===== src/trc_pkg.sv =====
// Package for the timer run-control block
package trc_pkg;
    // Register address map (byte addresses, one word apart, index = address / 4)
    localparam logic [7:0] ADDR_CONF   = 8'h00;
    localparam logic [7:0] ADDR_CTRL   = 8'h04;
    localparam logic [7:0] ADDR_COUNT  = 8'h08;
    localparam logic [7:0] ADDR_MODULO = 8'h0c;
    localparam logic [7:0] ADDR_STATUS = 8'h10;
    localparam logic [7:0] ADDR_MASK   = 8'h14;

    // Configuration field positions
    localparam int TRG_SRC_LO   = 24;
    localparam int TRG_SRC_W    = 4;
    localparam int RELOAD_BIT   = 18;
    localparam int STOP_OVF_BIT = 17;
    localparam int START_TRG_BIT = 16;
    localparam int GTB_BIT      = 9;
    localparam int DBG_LO       = 6;
    localparam int WAIT_BIT     = 5;

    // Writable bits of the configuration register
    localparam logic [31:0] CONF_WMASK = 32'h0f07_02e0;
    localparam logic [31:0] CONF_RESET = 32'h0000_0000;

    // Debug behaviour codes
    localparam logic [1:0] DBG_PAUSE    = 2'h0;
    localparam logic [1:0] DBG_CONTINUE = 2'h3;

    // Status bits
    localparam int ST_OVF = 0;
    localparam int ST_TRG = 1;
    localparam int ST_W   = 2;

    localparam logic [15:0] COUNT_RESET  = 16'h0000;
    localparam logic [15:0] MODULO_RESET = 16'hffff;

    typedef struct packed {
        logic [3:0] trigger_source_select;
        logic       reload_on_trigger_edge;
        logic       stop_on_overflow;
        logic       start_on_trigger_edge;
        logic       global_timebase_select;
        logic [1:0] debug_behaviour;
        logic       wait_pause_select;
    } trc_conf_t;

    typedef enum logic [2:0] {
        ST_IDLE    = 3'b001,
        ST_WAIT    = 3'b010,
        ST_RUN     = 3'b100
    } trc_state_t;
endpackage


===== src/trc_edge_detect.sv =====
// Trigger synchroniser and single-shot rising edge detector
`timescale 1ns/10ps
module trc_edge_detect #(
    parameter int WIDTH = 16
) (
    // Clock and reset
    input  wire logic             clk,
    input  wire logic             nrst,
    // Trigger inputs and selection
    input  wire logic [WIDTH-1:0] trig_in,
    input  wire logic [3:0]       sel,
    // One-cycle rising edge of the selected trigger
    output logic                  rise
);
    logic [WIDTH-1:0] meta_r;
    logic [WIDTH-1:0] sync_r;
    logic             last_r;
    logic             cur;

    // Two-stage synchroniser; first stage read only by second
    always_ff @(posedge clk or negedge nrst)
    begin
        if (!nrst)
        begin
            meta_r <= '0;
            sync_r <= '0;
        end
        else
        begin
            meta_r <= trig_in;
            sync_r <= meta_r;
        end
    end

    assign cur = sync_r[sel];

    // Edge acts once: compare against previous synced level
    always_ff @(posedge clk or negedge nrst)
    begin
        if (!nrst)
        begin
            last_r <= 1'b0;
            rise   <= 1'b0;
        end
        else
        begin
            last_r <= cur;
            rise   <= cur & ~last_r;
        end
    end
endmodule


===== src/trc_top.sv =====
// Timer run control: start, stop, pause and timebase selection
`timescale 1ns/10ps
module trc_top #(
    parameter int NTRIG = 16,
    parameter int CW    = 16
) (
    // Clock and reset
    input  wire logic          clk,
    input  wire logic          nrst,
    // Register port
    input  wire logic [7:0]    addr,
    input  wire logic [31:0]   wdata,
    input  wire logic          wr,
    input  wire logic          rd,
    output logic [31:0]        rdata,
    // System modes and triggers
    input  wire logic          debug_mode,
    input  wire logic          wait_mode,
    input  wire logic [NTRIG-1:0] trig_in,
    input  wire logic [CW-1:0] global_count,
    input  wire logic          capture_in,
    // Timebase and status
    output logic [CW-1:0]      timebase,
    output logic               capture_ok,
    output logic               pwm_init,
    output logic               timer_overflow_flag,
    output logic               irq
);
    logic [31:0]             conf_r;
    trc_pkg::trc_conf_t      cf;
    logic                    enable_r;
    logic [CW-1:0]           count_r;
    logic [CW-1:0]           modulo_r;
    logic [trc_pkg::ST_W-1:0] status_r;
    logic [trc_pkg::ST_W-1:0] mask_r;
    trc_pkg::trc_state_t     state_r;
    trc_pkg::trc_state_t     state_nxt;
    logic                    rise;
    logic                    paused;
    logic                    trig_ok;
    logic                    wrap;
    logic                    count_wr;
    logic                    step;
    logic                    dbg_pause;

    function automatic logic hit(input logic [7:0] a,
                                 input logic [7:0] want);
        hit = (a == want);
    endfunction

    assign cf.trigger_source_select =
        conf_r[trc_pkg::TRG_SRC_LO +: trc_pkg::TRG_SRC_W];
    assign cf.reload_on_trigger_edge = conf_r[trc_pkg::RELOAD_BIT];
    assign cf.stop_on_overflow       = conf_r[trc_pkg::STOP_OVF_BIT];
    assign cf.start_on_trigger_edge  = conf_r[trc_pkg::START_TRG_BIT];
    assign cf.global_timebase_select = conf_r[trc_pkg::GTB_BIT];
    assign cf.debug_behaviour        = conf_r[trc_pkg::DBG_LO +: 2];
    assign cf.wait_pause_select      = conf_r[trc_pkg::WAIT_BIT];

    trc_edge_detect #(
        .WIDTH (NTRIG)
    ) u_edge (
        .clk     (clk),
        .nrst    (nrst),
        .trig_in (trig_in),
        .sel     (cf.trigger_source_select),
        .rise    (rise)
    );

    // Reserved debug codes behave as continue
    assign dbg_pause = debug_mode &&
        (cf.debug_behaviour == trc_pkg::DBG_PAUSE);
    assign paused  = dbg_pause || (wait_mode && cf.wait_pause_select);
    assign trig_ok = rise && !paused;
    assign count_wr = wr && hit(addr, trc_pkg::ADDR_COUNT);
    assign step = (state_r == trc_pkg::ST_RUN) && !paused && !count_wr &&
                  !(trig_ok && cf.reload_on_trigger_edge);
    assign wrap = step && (count_r == modulo_r);

    // Run state machine
    always_comb
    begin
        state_nxt = state_r;
        unique case (state_r)
            trc_pkg::ST_IDLE:
            begin
                if (enable_r)
                    state_nxt = cf.start_on_trigger_edge ?
                                trc_pkg::ST_WAIT : trc_pkg::ST_RUN;
            end
            trc_pkg::ST_WAIT:
            begin
                // Without start-on-trigger only re-enable restarts
                if (trig_ok && cf.start_on_trigger_edge)
                    state_nxt = trc_pkg::ST_RUN;
            end
            trc_pkg::ST_RUN:
            begin
                // Only a true wrap halts; reloads do not
                if (wrap && cf.stop_on_overflow)
                    state_nxt = trc_pkg::ST_WAIT;
            end
            default: state_nxt = trc_pkg::ST_IDLE;
        endcase
        if (!enable_r)
            state_nxt = trc_pkg::ST_IDLE;
    end

    always_ff @(posedge clk or negedge nrst)
    begin
        if (!nrst)
            state_r <= trc_pkg::ST_IDLE;
        else
            state_r <= state_nxt;
    end

    // Configuration and control registers
    always_ff @(posedge clk or negedge nrst)
    begin
        if (!nrst)
        begin
            conf_r   <= trc_pkg::CONF_RESET;
            enable_r <= 1'b0;
            modulo_r <= trc_pkg::MODULO_RESET;
            mask_r   <= '0;
        end
        else if (wr)
        begin
            if (hit(addr, trc_pkg::ADDR_CONF))
                conf_r <= wdata & trc_pkg::CONF_WMASK;
            if (hit(addr, trc_pkg::ADDR_CTRL))
                enable_r <= wdata[0];
            if (hit(addr, trc_pkg::ADDR_MODULO))
                modulo_r <= wdata[CW-1:0];
            if (hit(addr, trc_pkg::ADDR_MASK))
                mask_r <= wdata[trc_pkg::ST_W-1:0];
        end
    end

    // Counter; runs to modulo even under global timebase
    always_ff @(posedge clk or negedge nrst)
    begin
        if (!nrst)
            count_r <= trc_pkg::COUNT_RESET;
        else if (count_wr || (trig_ok && cf.reload_on_trigger_edge))
            count_r <= trc_pkg::COUNT_RESET;
        else if (step)
            count_r <= wrap ? trc_pkg::COUNT_RESET
                            : count_r + 1'b1;
    end

    // Sticky status, set wins over write-one clear
    always_ff @(posedge clk or negedge nrst)
    begin
        if (!nrst)
            status_r <= '0;
        else
        begin
            for (int i = 0; i < trc_pkg::ST_W; i++)
            begin
                if ((i == trc_pkg::ST_OVF && wrap) ||
                    (i == trc_pkg::ST_TRG && trig_ok))
                    status_r[i] <= 1'b1;
                else if (wr && hit(addr, trc_pkg::ADDR_STATUS) && wdata[i])
                    status_r[i] <= 1'b0;
            end
        end
    end

    // Registered outputs
    always_ff @(posedge clk or negedge nrst)
    begin
        if (!nrst)
        begin
            timebase            <= '0;
            capture_ok          <= 1'b0;
            pwm_init            <= 1'b0;
            timer_overflow_flag <= 1'b0;
            irq                 <= 1'b0;
        end
        else
        begin
            timebase <= cf.global_timebase_select ? global_count
                                                  : count_r;
            capture_ok <= capture_in && !paused;
            pwm_init   <= trig_ok && cf.reload_on_trigger_edge;
            timer_overflow_flag <= status_r[trc_pkg::ST_OVF];
            irq <= |(status_r & mask_r);
        end
    end

    // Read port, data one cycle after strobe
    always_ff @(posedge clk or negedge nrst)
    begin
        if (!nrst)
            rdata <= '0;
        else if (rd)
        begin
            unique case (1'b1)
                hit(addr, trc_pkg::ADDR_CONF):   rdata <= conf_r;
                hit(addr, trc_pkg::ADDR_CTRL):
                    rdata <= {29'h0, state_r};
                hit(addr, trc_pkg::ADDR_COUNT):
                    rdata <= {{(32-CW){1'b0}}, count_r};
                hit(addr, trc_pkg::ADDR_MODULO):
                    rdata <= {{(32-CW){1'b0}}, modulo_r};
                hit(addr, trc_pkg::ADDR_STATUS):
                    rdata <= {30'h0, status_r};
                hit(addr, trc_pkg::ADDR_MASK):
                    rdata <= {30'h0, mask_r};
                default: rdata <= '0;
            endcase
        end
        else
            rdata <= '0;
    end
endmodule


===== config.mk =====
export PLATFORM = sky130hd
export DESIGN_NAME = trc_top
export DESIGN_NICKNAME = d
export VERILOG_FILES = /design/src/trc_pkg.sv /design/src/trc_edge_detect.sv /design/src/trc_top.sv
export SDC_FILE = /design/constraint.sdc
export NUM_CORES = 1
export LEC_CHECK = 0
export ABC_AREA = 1
export BUFFER_PORTS_ARGS = -buffer_cell sky130_fd_sc_hd__buf_4
export CAP_MARGIN = 20
export CELL_PAD_IN_SITES_DETAIL_PLACEMENT = 1
export CELL_PAD_IN_SITES_GLOBAL_PLACEMENT = 1
export CORE_UTILIZATION = 43
export CTS_CLUSTER_DIAMETER = 200
export DETAILED_ROUTE_END_ITERATION = 7
export HOLD_SLACK_MARGIN = 0.08
export PLACE_DENSITY = 0.82
export REMOVE_ABC_BUFFERS = 1
export SLEW_MARGIN = 25
export SYNTH_ARGS = -nofsm -noshare
export SYNTH_HDL_FRONTEND = slang
export SYNTH_HIERARCHICAL = 1
export SYNTH_SLANG_ARGS = --single-unit

===== constraint.sdc =====
create_clock -name clk -period 2.3 [get_ports clk]
set_clock_uncertainty 0.15 [all_clocks]
set_input_delay 0.46 -clock clk [delete_from_list [all_inputs] [get_ports clk]]
set_output_delay 0.46 -clock clk [all_outputs]
set_load 0.01 [all_outputs]

======== After elaboration in Yosys (flattened, before gate mapping) ========
Index checks and enable logic that the tools add are counted.
cells by class
  order comparisons ....................... 1
  multipliers ............................. 0
  shift operators ......................... 0
  bitwise gates (word level) .............. 3
  divide/modulo/power cells ............... 0
  reduce and logical (&&, ||, !) cells .... 31
  equal/unequal tests ..................... 11
  add/sub/neg operators ................... 1
  muxes and demuxes ....................... 17
operators with widths
  kind                                                 number
  case mux 28 bit (6 select lines)                     1
  2-to-1 mux 16 bit                                    4
  2-to-1 mux 32 bit                                    1
  adder 16 x 1 -> 16 bit (second input constant)       1
  == test 16 bit                                       1
  == test 8 x 4 -> 1 bit (second input constant)       2
  == test 8 x 5 -> 1 bit (second input constant)       2
  logical AND 1 bit                                    15
  2-to-1 mux 3 bit                                     4
  AND reduction 2 bit                                  5
  case mux 3 bit (3 select lines)                      1
  == test 8 x 3 -> 1 bit (second input constant)       1
  zero test 8 bit                                      1
  nonzero test 2 bit                                   3
  < comparator 4 x 5 -> 1 bit (second input constant)  1
  2-to-1 mux 1 bit                                     5
  binary-select mux 1 bit (select 4 bit)               1
  == test 3 x 1 -> 1 bit (second input constant)       1
  == test 3 x 2 -> 1 bit (second input constant)       1
  == test 3 bit (second input constant)                1
  zero test 1 bit                                      3
  != test 3 x 2 -> 1 bit (second input constant)       1
  != test 3 bit (second input constant)                1
  bitwise AND 2 bit                                    1
  other kinds (5)                                      6
word-level totals
  logic and storage cells ................. 82
  flip-flop bits (word level) ............. 137
  output and inout bits ................... 52
  bits in latches ......................... 0
  bits in writable memories ............... 0
  memories ................................ 0
  ROM bits ................................ 0

======== Longest topological paths before layout ========
Gate-level depths: netlist of run 1.
  depth after elaboration ................. 13
  mapped depth ............................ 11
  gate-level depth less buffers ........... 10

======== Hierarchy ========
The synthesis of run 1 kept the hierarchy.
modules (own cells, without submodules)
  module           cells an instance  area an instance (um2)  instances
  trc_top          546                4504.3                  1
  trc_edge_detect  83                 1087.3                  1

======== Worst setup path after synthesis of run 1 ========
OpenSTA, ideal clock, no wires.
  kind .................................... input port to flip-flop
  from .................................... input port addr[6]
  to ...................................... register count_r[7]
  library setup time ...................... 0.122 ns
  setup slack ............................. 0.556 ns
  cell stages on the path ................. 9
  data required time ...................... 2.028 ns
  data arrival time ....................... 1.472 ns
  cell sequence ........................... inv_1 nand2_1 nor2_4 nand3_4 nand2_4 nand3_4 buf_6 a21oi_1 nor3_1
on the way
  word-level cells in the longest chain between the ends .. 9
  elaborated cells on any way between the ends .. 11
  classes of those cells .................. eq/ne (1); mux (3); reduce/logical (7)
ends and longest elaborated chain
  what                             line            source
  start, declared                  trc_top.sv:11   input wire logic [7:0] addr,
  == test 8 x 4 -> 1 bit (*)       trc_top.sv:48   hit = (a == want);
  logical AND 1 bit (*)            trc_top.sv:75   assign count_wr = wr && hit(addr, trc_pkg::ADDR_COUNT);
  zero test 1 bit                  trc_top.sv:76   assign step = (state_r == trc_pkg::ST_RUN) && !paused && !count_wr &&
  logical AND 1 bit (2 in series)  trc_top.sv:76
  logical AND 1 bit                trc_top.sv:78   assign wrap = step && (count_r == modulo_r);
  2-to-1 mux 16 bit                trc_top.sv:148  count_r <= wrap ? trc_pkg::COUNT_RESET
  2-to-1 mux 16 bit                trc_top.sv:147  else if (step)
  2-to-1 mux 16 bit                trc_top.sv:145  else if (count_wr || (trig_ok && cf.reload_on_trigger_edge))
  end signal, assigned             trc_top.sv:144  count_r <= trc_pkg::COUNT_RESET;
  end signal, assigned             trc_top.sv:146  count_r <= trc_pkg::COUNT_RESET;
  end signal, assigned             trc_top.sv:148
  end, declared                    trc_top.sv:32   logic [CW-1:0] count_r;
Mark *: on every way between the ends. The rest lies on a longest branch, timed or not. The select of a mux whose other input is x is not followed.
A chain may end at the register's enable or synchronous reset.

======== Final worst setup path of run 1 ========
  from .................................... register modulo_r[5]
  to ...................................... register count_r[7]
on the way
  word-level cells in the longest chain between the ends .. 5
ends and longest elaborated chain
  what                    line            source
  start, declared         trc_top.sv:33   logic [CW-1:0] modulo_r;
  start signal, assigned  trc_top.sv:124  modulo_r <= trc_pkg::MODULO_RESET;
  start signal, assigned  trc_top.sv:134  modulo_r <= wdata[CW-1:0];
  == test 16 bit          trc_top.sv:78
  logical AND 1 bit       trc_top.sv:78
  2-to-1 mux 16 bit       trc_top.sv:148
  2-to-1 mux 16 bit       trc_top.sv:147
  2-to-1 mux 16 bit       trc_top.sv:145
No other way between the ends. The select of a mux whose other input is x is not followed.

==> flow_summary.ini, run 1 <==
[power]
switchingPower_mw = 1.63
ir_drop_uv = 593
p_leak_nw = 3.80
p_int_mw = 4.05
swShare_pct = 28.7
clock_power_share_pct = 46.0
share_seq_of_total_power_pct = 43.5
p_per_area_nw_per_um2 = 766
comb_power_share_pct = 10.5

[die]
core-area_um2 = 12700
die_y_um = 116
die_x_um = 116
initial_core_util_pct = 44.1
rows = 41
boundaryPins = 131
die-area_um2 = 13500

[logic_synthesis]
synth_fa_ha_area_share_pct = 0.224
synth_compound_area_share_pct = 7.97
ys_seq_area_share_pct = 57.7
synth-simple-area-share_pct = 23.6
yosys.area.top_type = dfrtp_1
ys_ff_latch = 128
synthXorXnorAreaFrac_pct = 1.25
ys_types = 39
synth_top_family_by_area = simple AND/OR/NAND/NOR gates
syn_area_um2 = 5590
yosysWarnings = 6
synth_area_leaders = dfrtp_1 (50%), nand2_1 (12%), dfstp_2 (8.0%)
syn_inst = 629
yosysTopAreaCellShare_pct = 49.7
synthMuxAreaShare_pct = 0.380
syn-mean-instance-area_um2 = 8.89

[setup_path]
cp-start-kind = flip-flop
critical_path_required_ps = 2450
cp.arrival_ps = 2280
worstPathMaxFanout = 12
critPathKind = reg -> reg
crit_path_end_kind = flip-flop

[placement]
dpl_cell_area_um2 = 6670
hpwl_um = 11200
place_congestion = 0.845
portBuffers = 112

[finish]
diodes = 0
fin_nets = 859
finish.instance_area_um2 = 7410
area_delta_synth_final_pct = 32.5
post_route_cells_drive_above_1_share_pct = 26.9

[detailed_routing]
dr.pass1.iters = 4
viasPerCell = 4.93
initialDrtViolationCount = 246
route.detailed.drc = 0
wl_per_cell_um = 17.5
detail-route-antenna-nets = 0
dr_total_vias = 4749
routed_wl_um = 16900

[global_route]
grt_pass1_wl_um = 27300
grt_usage_pct = 27.8
grt_max_degree = 57
antenna_found_initial = 0
gr-total-overflow = 0
first_global_vias = 5241

[job]
cap_violations = 0

[timing]
setup_viol = 0
rsz0062_at_grt = no
slew_viol_final = 0
max_freq_mhz = 471
finalCritPeriodShare_pct = 92.4
fin_setup_tns_ps = 0
hold_viol = 0
worst-slew-pin-transition_ps = 563
fin_crit_ps = 2130
hold_ws_ps = 89.2
maxSlewHeadroom_pct = 62.5

[cts]
cts_resized = 0
holdBufCountCts = 18
cts_tree = done
clkTransAtPathRegs_ps = 60
root_buffer = clkbuf_16
clock-sinks = 128
postCtsSetupBuffers = 0
insertion_delay_ps = 430
clockBufferDepth = 2
cts_htree_levels = 4
numCtsBuffers = 17

[hold_path]
hp-class = in -> reg

[outcome]
status = finished clean
-- metal layers --
layer | track usage (%) | vias to the layer above | share of wire (%)
met5 | 0 | - | 0
met4 | 9.83 | 0 | 1.8
met3 | 6.59 | 27 | 4.3
met2 | 51.7 | 130 | 55
met1 | 30.7 | 2336 | 39
li1 | - | 2256 | -
-- cells by family after synthesis --
logic type / after synthesis
buf+inv: 113
xor+xnor: 8
mux: 2
simple gates: 295
fa+ha+maj: 1
compound gates: 81
flops: 128
other cells: 1
-- layout make-up --
class                           count  area [um^2]
Clock buffer                       17          425
Clock inverter                     15          135
Fill cell                        1487         5260
Inverter                           91          349
Multi-Input combinational cell    396         1900
Sequential cell                   128         3220
Tap cell                          172          215
Timing Repair Buffer              145         1160
-- registers in the layout, summed over array words and instances (netlist names) --
signal	count
timer_overflow_flag	1
state_r	3
enable_r	1
timebase	16
u_edge/sync_r	16
mask_r	2
u_edge/rise	1
status_r	2
u_edge/meta_r	16
count_r	16
conf_r	11
u_edge/last_r	1
pwm_init	1
rdata	23
irq	1
capture_ok	1
modulo_r	16
-- critical path, cell delays in order, from the launching register on --
cell and delay [ps]:
dfstp_2 550, inv_1 60, nand2_1 50, nand2_1 50, nor2_1 190, nand2_1 80, nor2_1 250, nand3_2 170
nand2_2 340, nor3_1 110
-- power by group through the flow --
| stage | Sequential [mW] | Clock [mW] | Combinational, mW |
|---|---|---|---|
| 2_1_floorplan | 2.49 | 0 | 0.264 |
| 3_3_place_gp | 2.49 | 0 | 0.513 |
| 3_5_place_dp | 2.50 | 0 | 0.550 |
| 4_1_cts | 2.47 | 2.62 | 0.595 |
| 5_1_grt | 2.48 | 2.73 | 0.662 |
| 6_report | 2.47 | 2.61 | 0.595 |
-- path summary, 6_finish.rpt --
check | from | endpoint | slack, ps | depth (start not counted)
max | modulo_r[5] | count_r[7] | 170 | 9
min | global_count[0] | timebase[0] | 90 | 3
max reg2reg | modulo_r[5] | count_r[7] | 170 | 9
min reg2reg | u_edge/meta_r[6] | u_edge/sync_r[6] | 200 | 0
max in group asynchronous | nrst | modulo_r[5] | 930 | 3
min in group asynchronous | nrst | timebase[12] | 380 | 2
-- Yosys cell counts, drive strengths merged --
| library cell | number |
|---|---|
| a21oi | 29 |
| a31o | 1 |
| buf | 19 |
| clkbuf | 3 |
| clkinv | 2 |
| conb | 1 |
| dfrtp | 111 |
| dfstp | 17 |
| ha | 1 |
| inv | 89 |
| mux2 | 1 |
| mux2i | 1 |
| nand2 | 184 |
| nand3 | 27 |
| nand4 | 4 |
| nor2 | 65 |
| nor3 | 11 |
| nor3b | 1 |
| nor4 | 3 |
| o211ai | 1 |
| o21a | 1 |
| o21ai | 38 |
| o221ai | 4 |
| o22ai | 7 |
| xor2 | 8 |
-- through the flow --
step,std cells,utilization [%],total power [mW],setup slack (ps)
after floorplan,615,-,2.76,94.7
after global placement,914,52.6,3.01,264
after detailed placement,914,52.6,3.05,228
after CTS,964,58.5,5.69,183
after global routing,964,58.5,5.88,62.5
final,964,58.5,5.68,175
-- layout by cell type, fill, tap and decap left out, types with 2 or more instances in the layout --
| master | count |
|---|---|
| a21oi_1 | 27 |
| nor2_2 | 12 |
| clkinvlp_4 | 3 |
| nor3_1 | 11 |
| buf_12 | 2 |
| nand3_1 | 19 |
| a21oi_2 | 2 |
| inv_6 | 9 |
| o21ai_0 | 31 |
| nand2_1 | 178 |
| dfstp_2 | 17 |
| inv_1 | 86 |
| clkinv_1 | 2 |
| dfrtp_1 | 111 |
| clkbuf_16 | 17 |
| nand3_2 | 6 |
| nand2_2 | 5 |
| o22ai_1 | 7 |
| dlygate4sd3_1 | 18 |
| inv_8 | 4 |
| nand3_4 | 2 |
| conb_1 | 9 |
| nand4_1 | 4 |
| nor2_1 | 51 |
| nor2_4 | 2 |
| o21ai_1 | 7 |
| inv_2 | 2 |
| xor2_1 | 8 |
| o221ai_1 | 4 |
| buf_4 | 125 |
Note: power is estimated with default switching activity, not from simulation.
==> run 2: changes to the inputs <==
- CTS_CLUSTER_DIAMETER: 200 -> not set
- GPL_TIMING_DRIVEN: not set -> 0
- SETUP_SLACK_MARGIN: not set -> 0.4
==> run 2 against run 1 <==
Die area is the same. First-iteration DRC count is 6.5% higher. Clock-buffer cell count up 2. Design area grew 3.3%. Clock power rose by 13%. Worst hold slack improved by 3.1 ps. Worst setup slack better by 220 ps. Routed wire length grew 0.78%. Non-clock buffer count is 5 lower. Via count increased by 2.0%.
==> flow_summary.ini, run 2 (synthesis results as in run 1) <==
[timing]
finalCritPeriodShare_pct = 82.9
rsz0062_at_grt = yes
max_freq_mhz = 525
hold_viol = 0
fin_setup_tns_ps = 0
setup_viol = 0
slew_viol_final = 0
worst-slew-pin-transition_ps = 618
fin_crit_ps = 1910
layout_setup_ws_ps = 393
maxSlewHeadroom_pct = 58.5

[global_route]
grt_pass1_wl_um = 25800
grt_usage_pct = 26.2
first_global_vias = 5259
gr-total-overflow = 0
antenna_found_initial = 0
grt_max_degree = 85

[detailed_routing]
dr_total_vias = 4844
routed_wl_um = 17000
route.detailed.drc = 0
dr.pass1.iters = 4
wl_per_cell_um = 17.7
detail-route-antenna-nets = 0
viasPerCell = 5.04
initialDrtViolationCount = 262

[die]
rows = 41
die-area_um2 = 13500
boundaryPins = 131
core-area_um2 = 12700
die_y_um = 116
initial_core_util_pct = 44.1
die_x_um = 116

[finish]
fin_nets = 856
fillers = 1466
fin_util_pct = 60.4
multi_input_area_um2 = 2070
finish.instance_area_um2 = 7650
largest_reg_flops = 23
final_cell_mix = nand2_1 (170), buf_4 (120), dfrtp_1 (110)
ff_latch_area_um2 = 3230
area_delta_synth_final_pct = 36.9
post_route_cells_drive_above_1_share_pct = 29.8
regMostFlops = rdata
final_common_cell = nand2_1
diodes = 0

[placement]
pre_cts_slack_ps = -388
dpl_cell_area_um2 = 6570
place_congestion = 0.831
hpwl_um = 10800
portBuffers = 112

[power]
p_leak_nw = 3.87
p_total_mw = 6.05
ir_drop_uv = 654
p_per_area_nw_per_um2 = 791

[cts]
clock-sinks = 128
cts_tree = done
cts_htree_levels = 4
numCtsBuffers = 17
insertion_delay_ps = 430
clkTransAtPathRegs_ps = 60
root_buffer = clkbuf_16
clockBufferDepth = 2

[job]
cap_violations = 0

[setup_path]
crit_path_end_kind = flip-flop
r2r-start = state_r[0]
critical_path_required_ps = 2510
cp.arrival_ps = 2110
crit_start = state_r[0]
cp-start-kind = flip-flop
worstPathMaxFanout = 8
critPathKind = reg -> reg

[hold_path]
hp-start = global_count[8]
hp-class = in -> reg

[outcome]
status = finished clean
## run 2: changes by cell type in the layout (fill, tap and decap cells not counted), sizes merged
cell	change
inv	-8
buf	-4
bufinv	+4
clkinv	+4
clkbuf	+2
clkinvlp	-2
dlygate4sd3	-1
nand2	+1
nand3	+1
## run 2: layout make-up
class,instances,share of cell area [%]
inverter,91,4.71
timing repair buffer,140,14.7
clock buffer,19,5.92
tap,172,2.81
clock inverter,13,2.60
multi-input combinational,398,27.1
sequential,128,42.1
## run 2: power breakdown
| group | leakage, nW | internal, mW | switching, mW |
|---|---|---|---|
| combinational | 1.95 | 0.256 | 0.369 |
| clock | 0.319 | 1.89 | 1.06 |
| sequential | 1.60 | 2.38 | 0.0931 |
| total | 3.87 | 4.53 | 1.52 |
## run 2: critical path, stage by stage (launching register included)
cell and delay, ps:
dfstp_2 370, inv_1 120, nand3_2 160, nor2_4 180, nand2_4 120, nand3_4 160
inv_1 100, o21ai_0 210, nand2_1 140, nor2_2 110
## run 2: final timing paths
| kind | cells past startpoint | to | slack, ps |
|---|---|---|---|
| max in group asynchronous | 3 | modulo_r[2] | 880 |
| worst min register to register | 0 | u_edge/sync_r[1] | 200 |
| worst max-delay path | 9 | count_r[11] | 390 |
| worst max register to register | 9 | count_r[11] | 390 |
| min in group asynchronous | 2 | rdata[8] | 370 |
| worst min-delay path | 3 | timebase[8] | 90 |
## run 2: timing repair
| item | 4_1_cts | 5_1_grt |
|---|---|---|
| hold buffers | 17 | 0 |
| buffers inserted | 4 | 6 |
| gates cloned | 0 | 2 |
| endpoints found under the setup margin | 43 | 30 |
| hold endpoints to repair | 60 | 0 |
| resized for setup | 15 | 28 |
| pin swaps | 2 | 4 |
## run 2: per-stage QoR
stage | hold WS [ps] | cells
after floorplan | 14.4 | 615
after global placement | 183 | 899
after detailed placement | 186 | 900
after CTS | 80.3 | 953
after global routing | 110 | 961
final | 92.3 | 961
## run 2: routing by layer
layer	share of wire, %	vias to the layer above	global-route usage, %
met4	2.8	0	10.8
li1	-	2248	-
met2	56	166	49.5
met5	0	-	0
met1	36	2385	27.0
met3	5.3	45	7.37
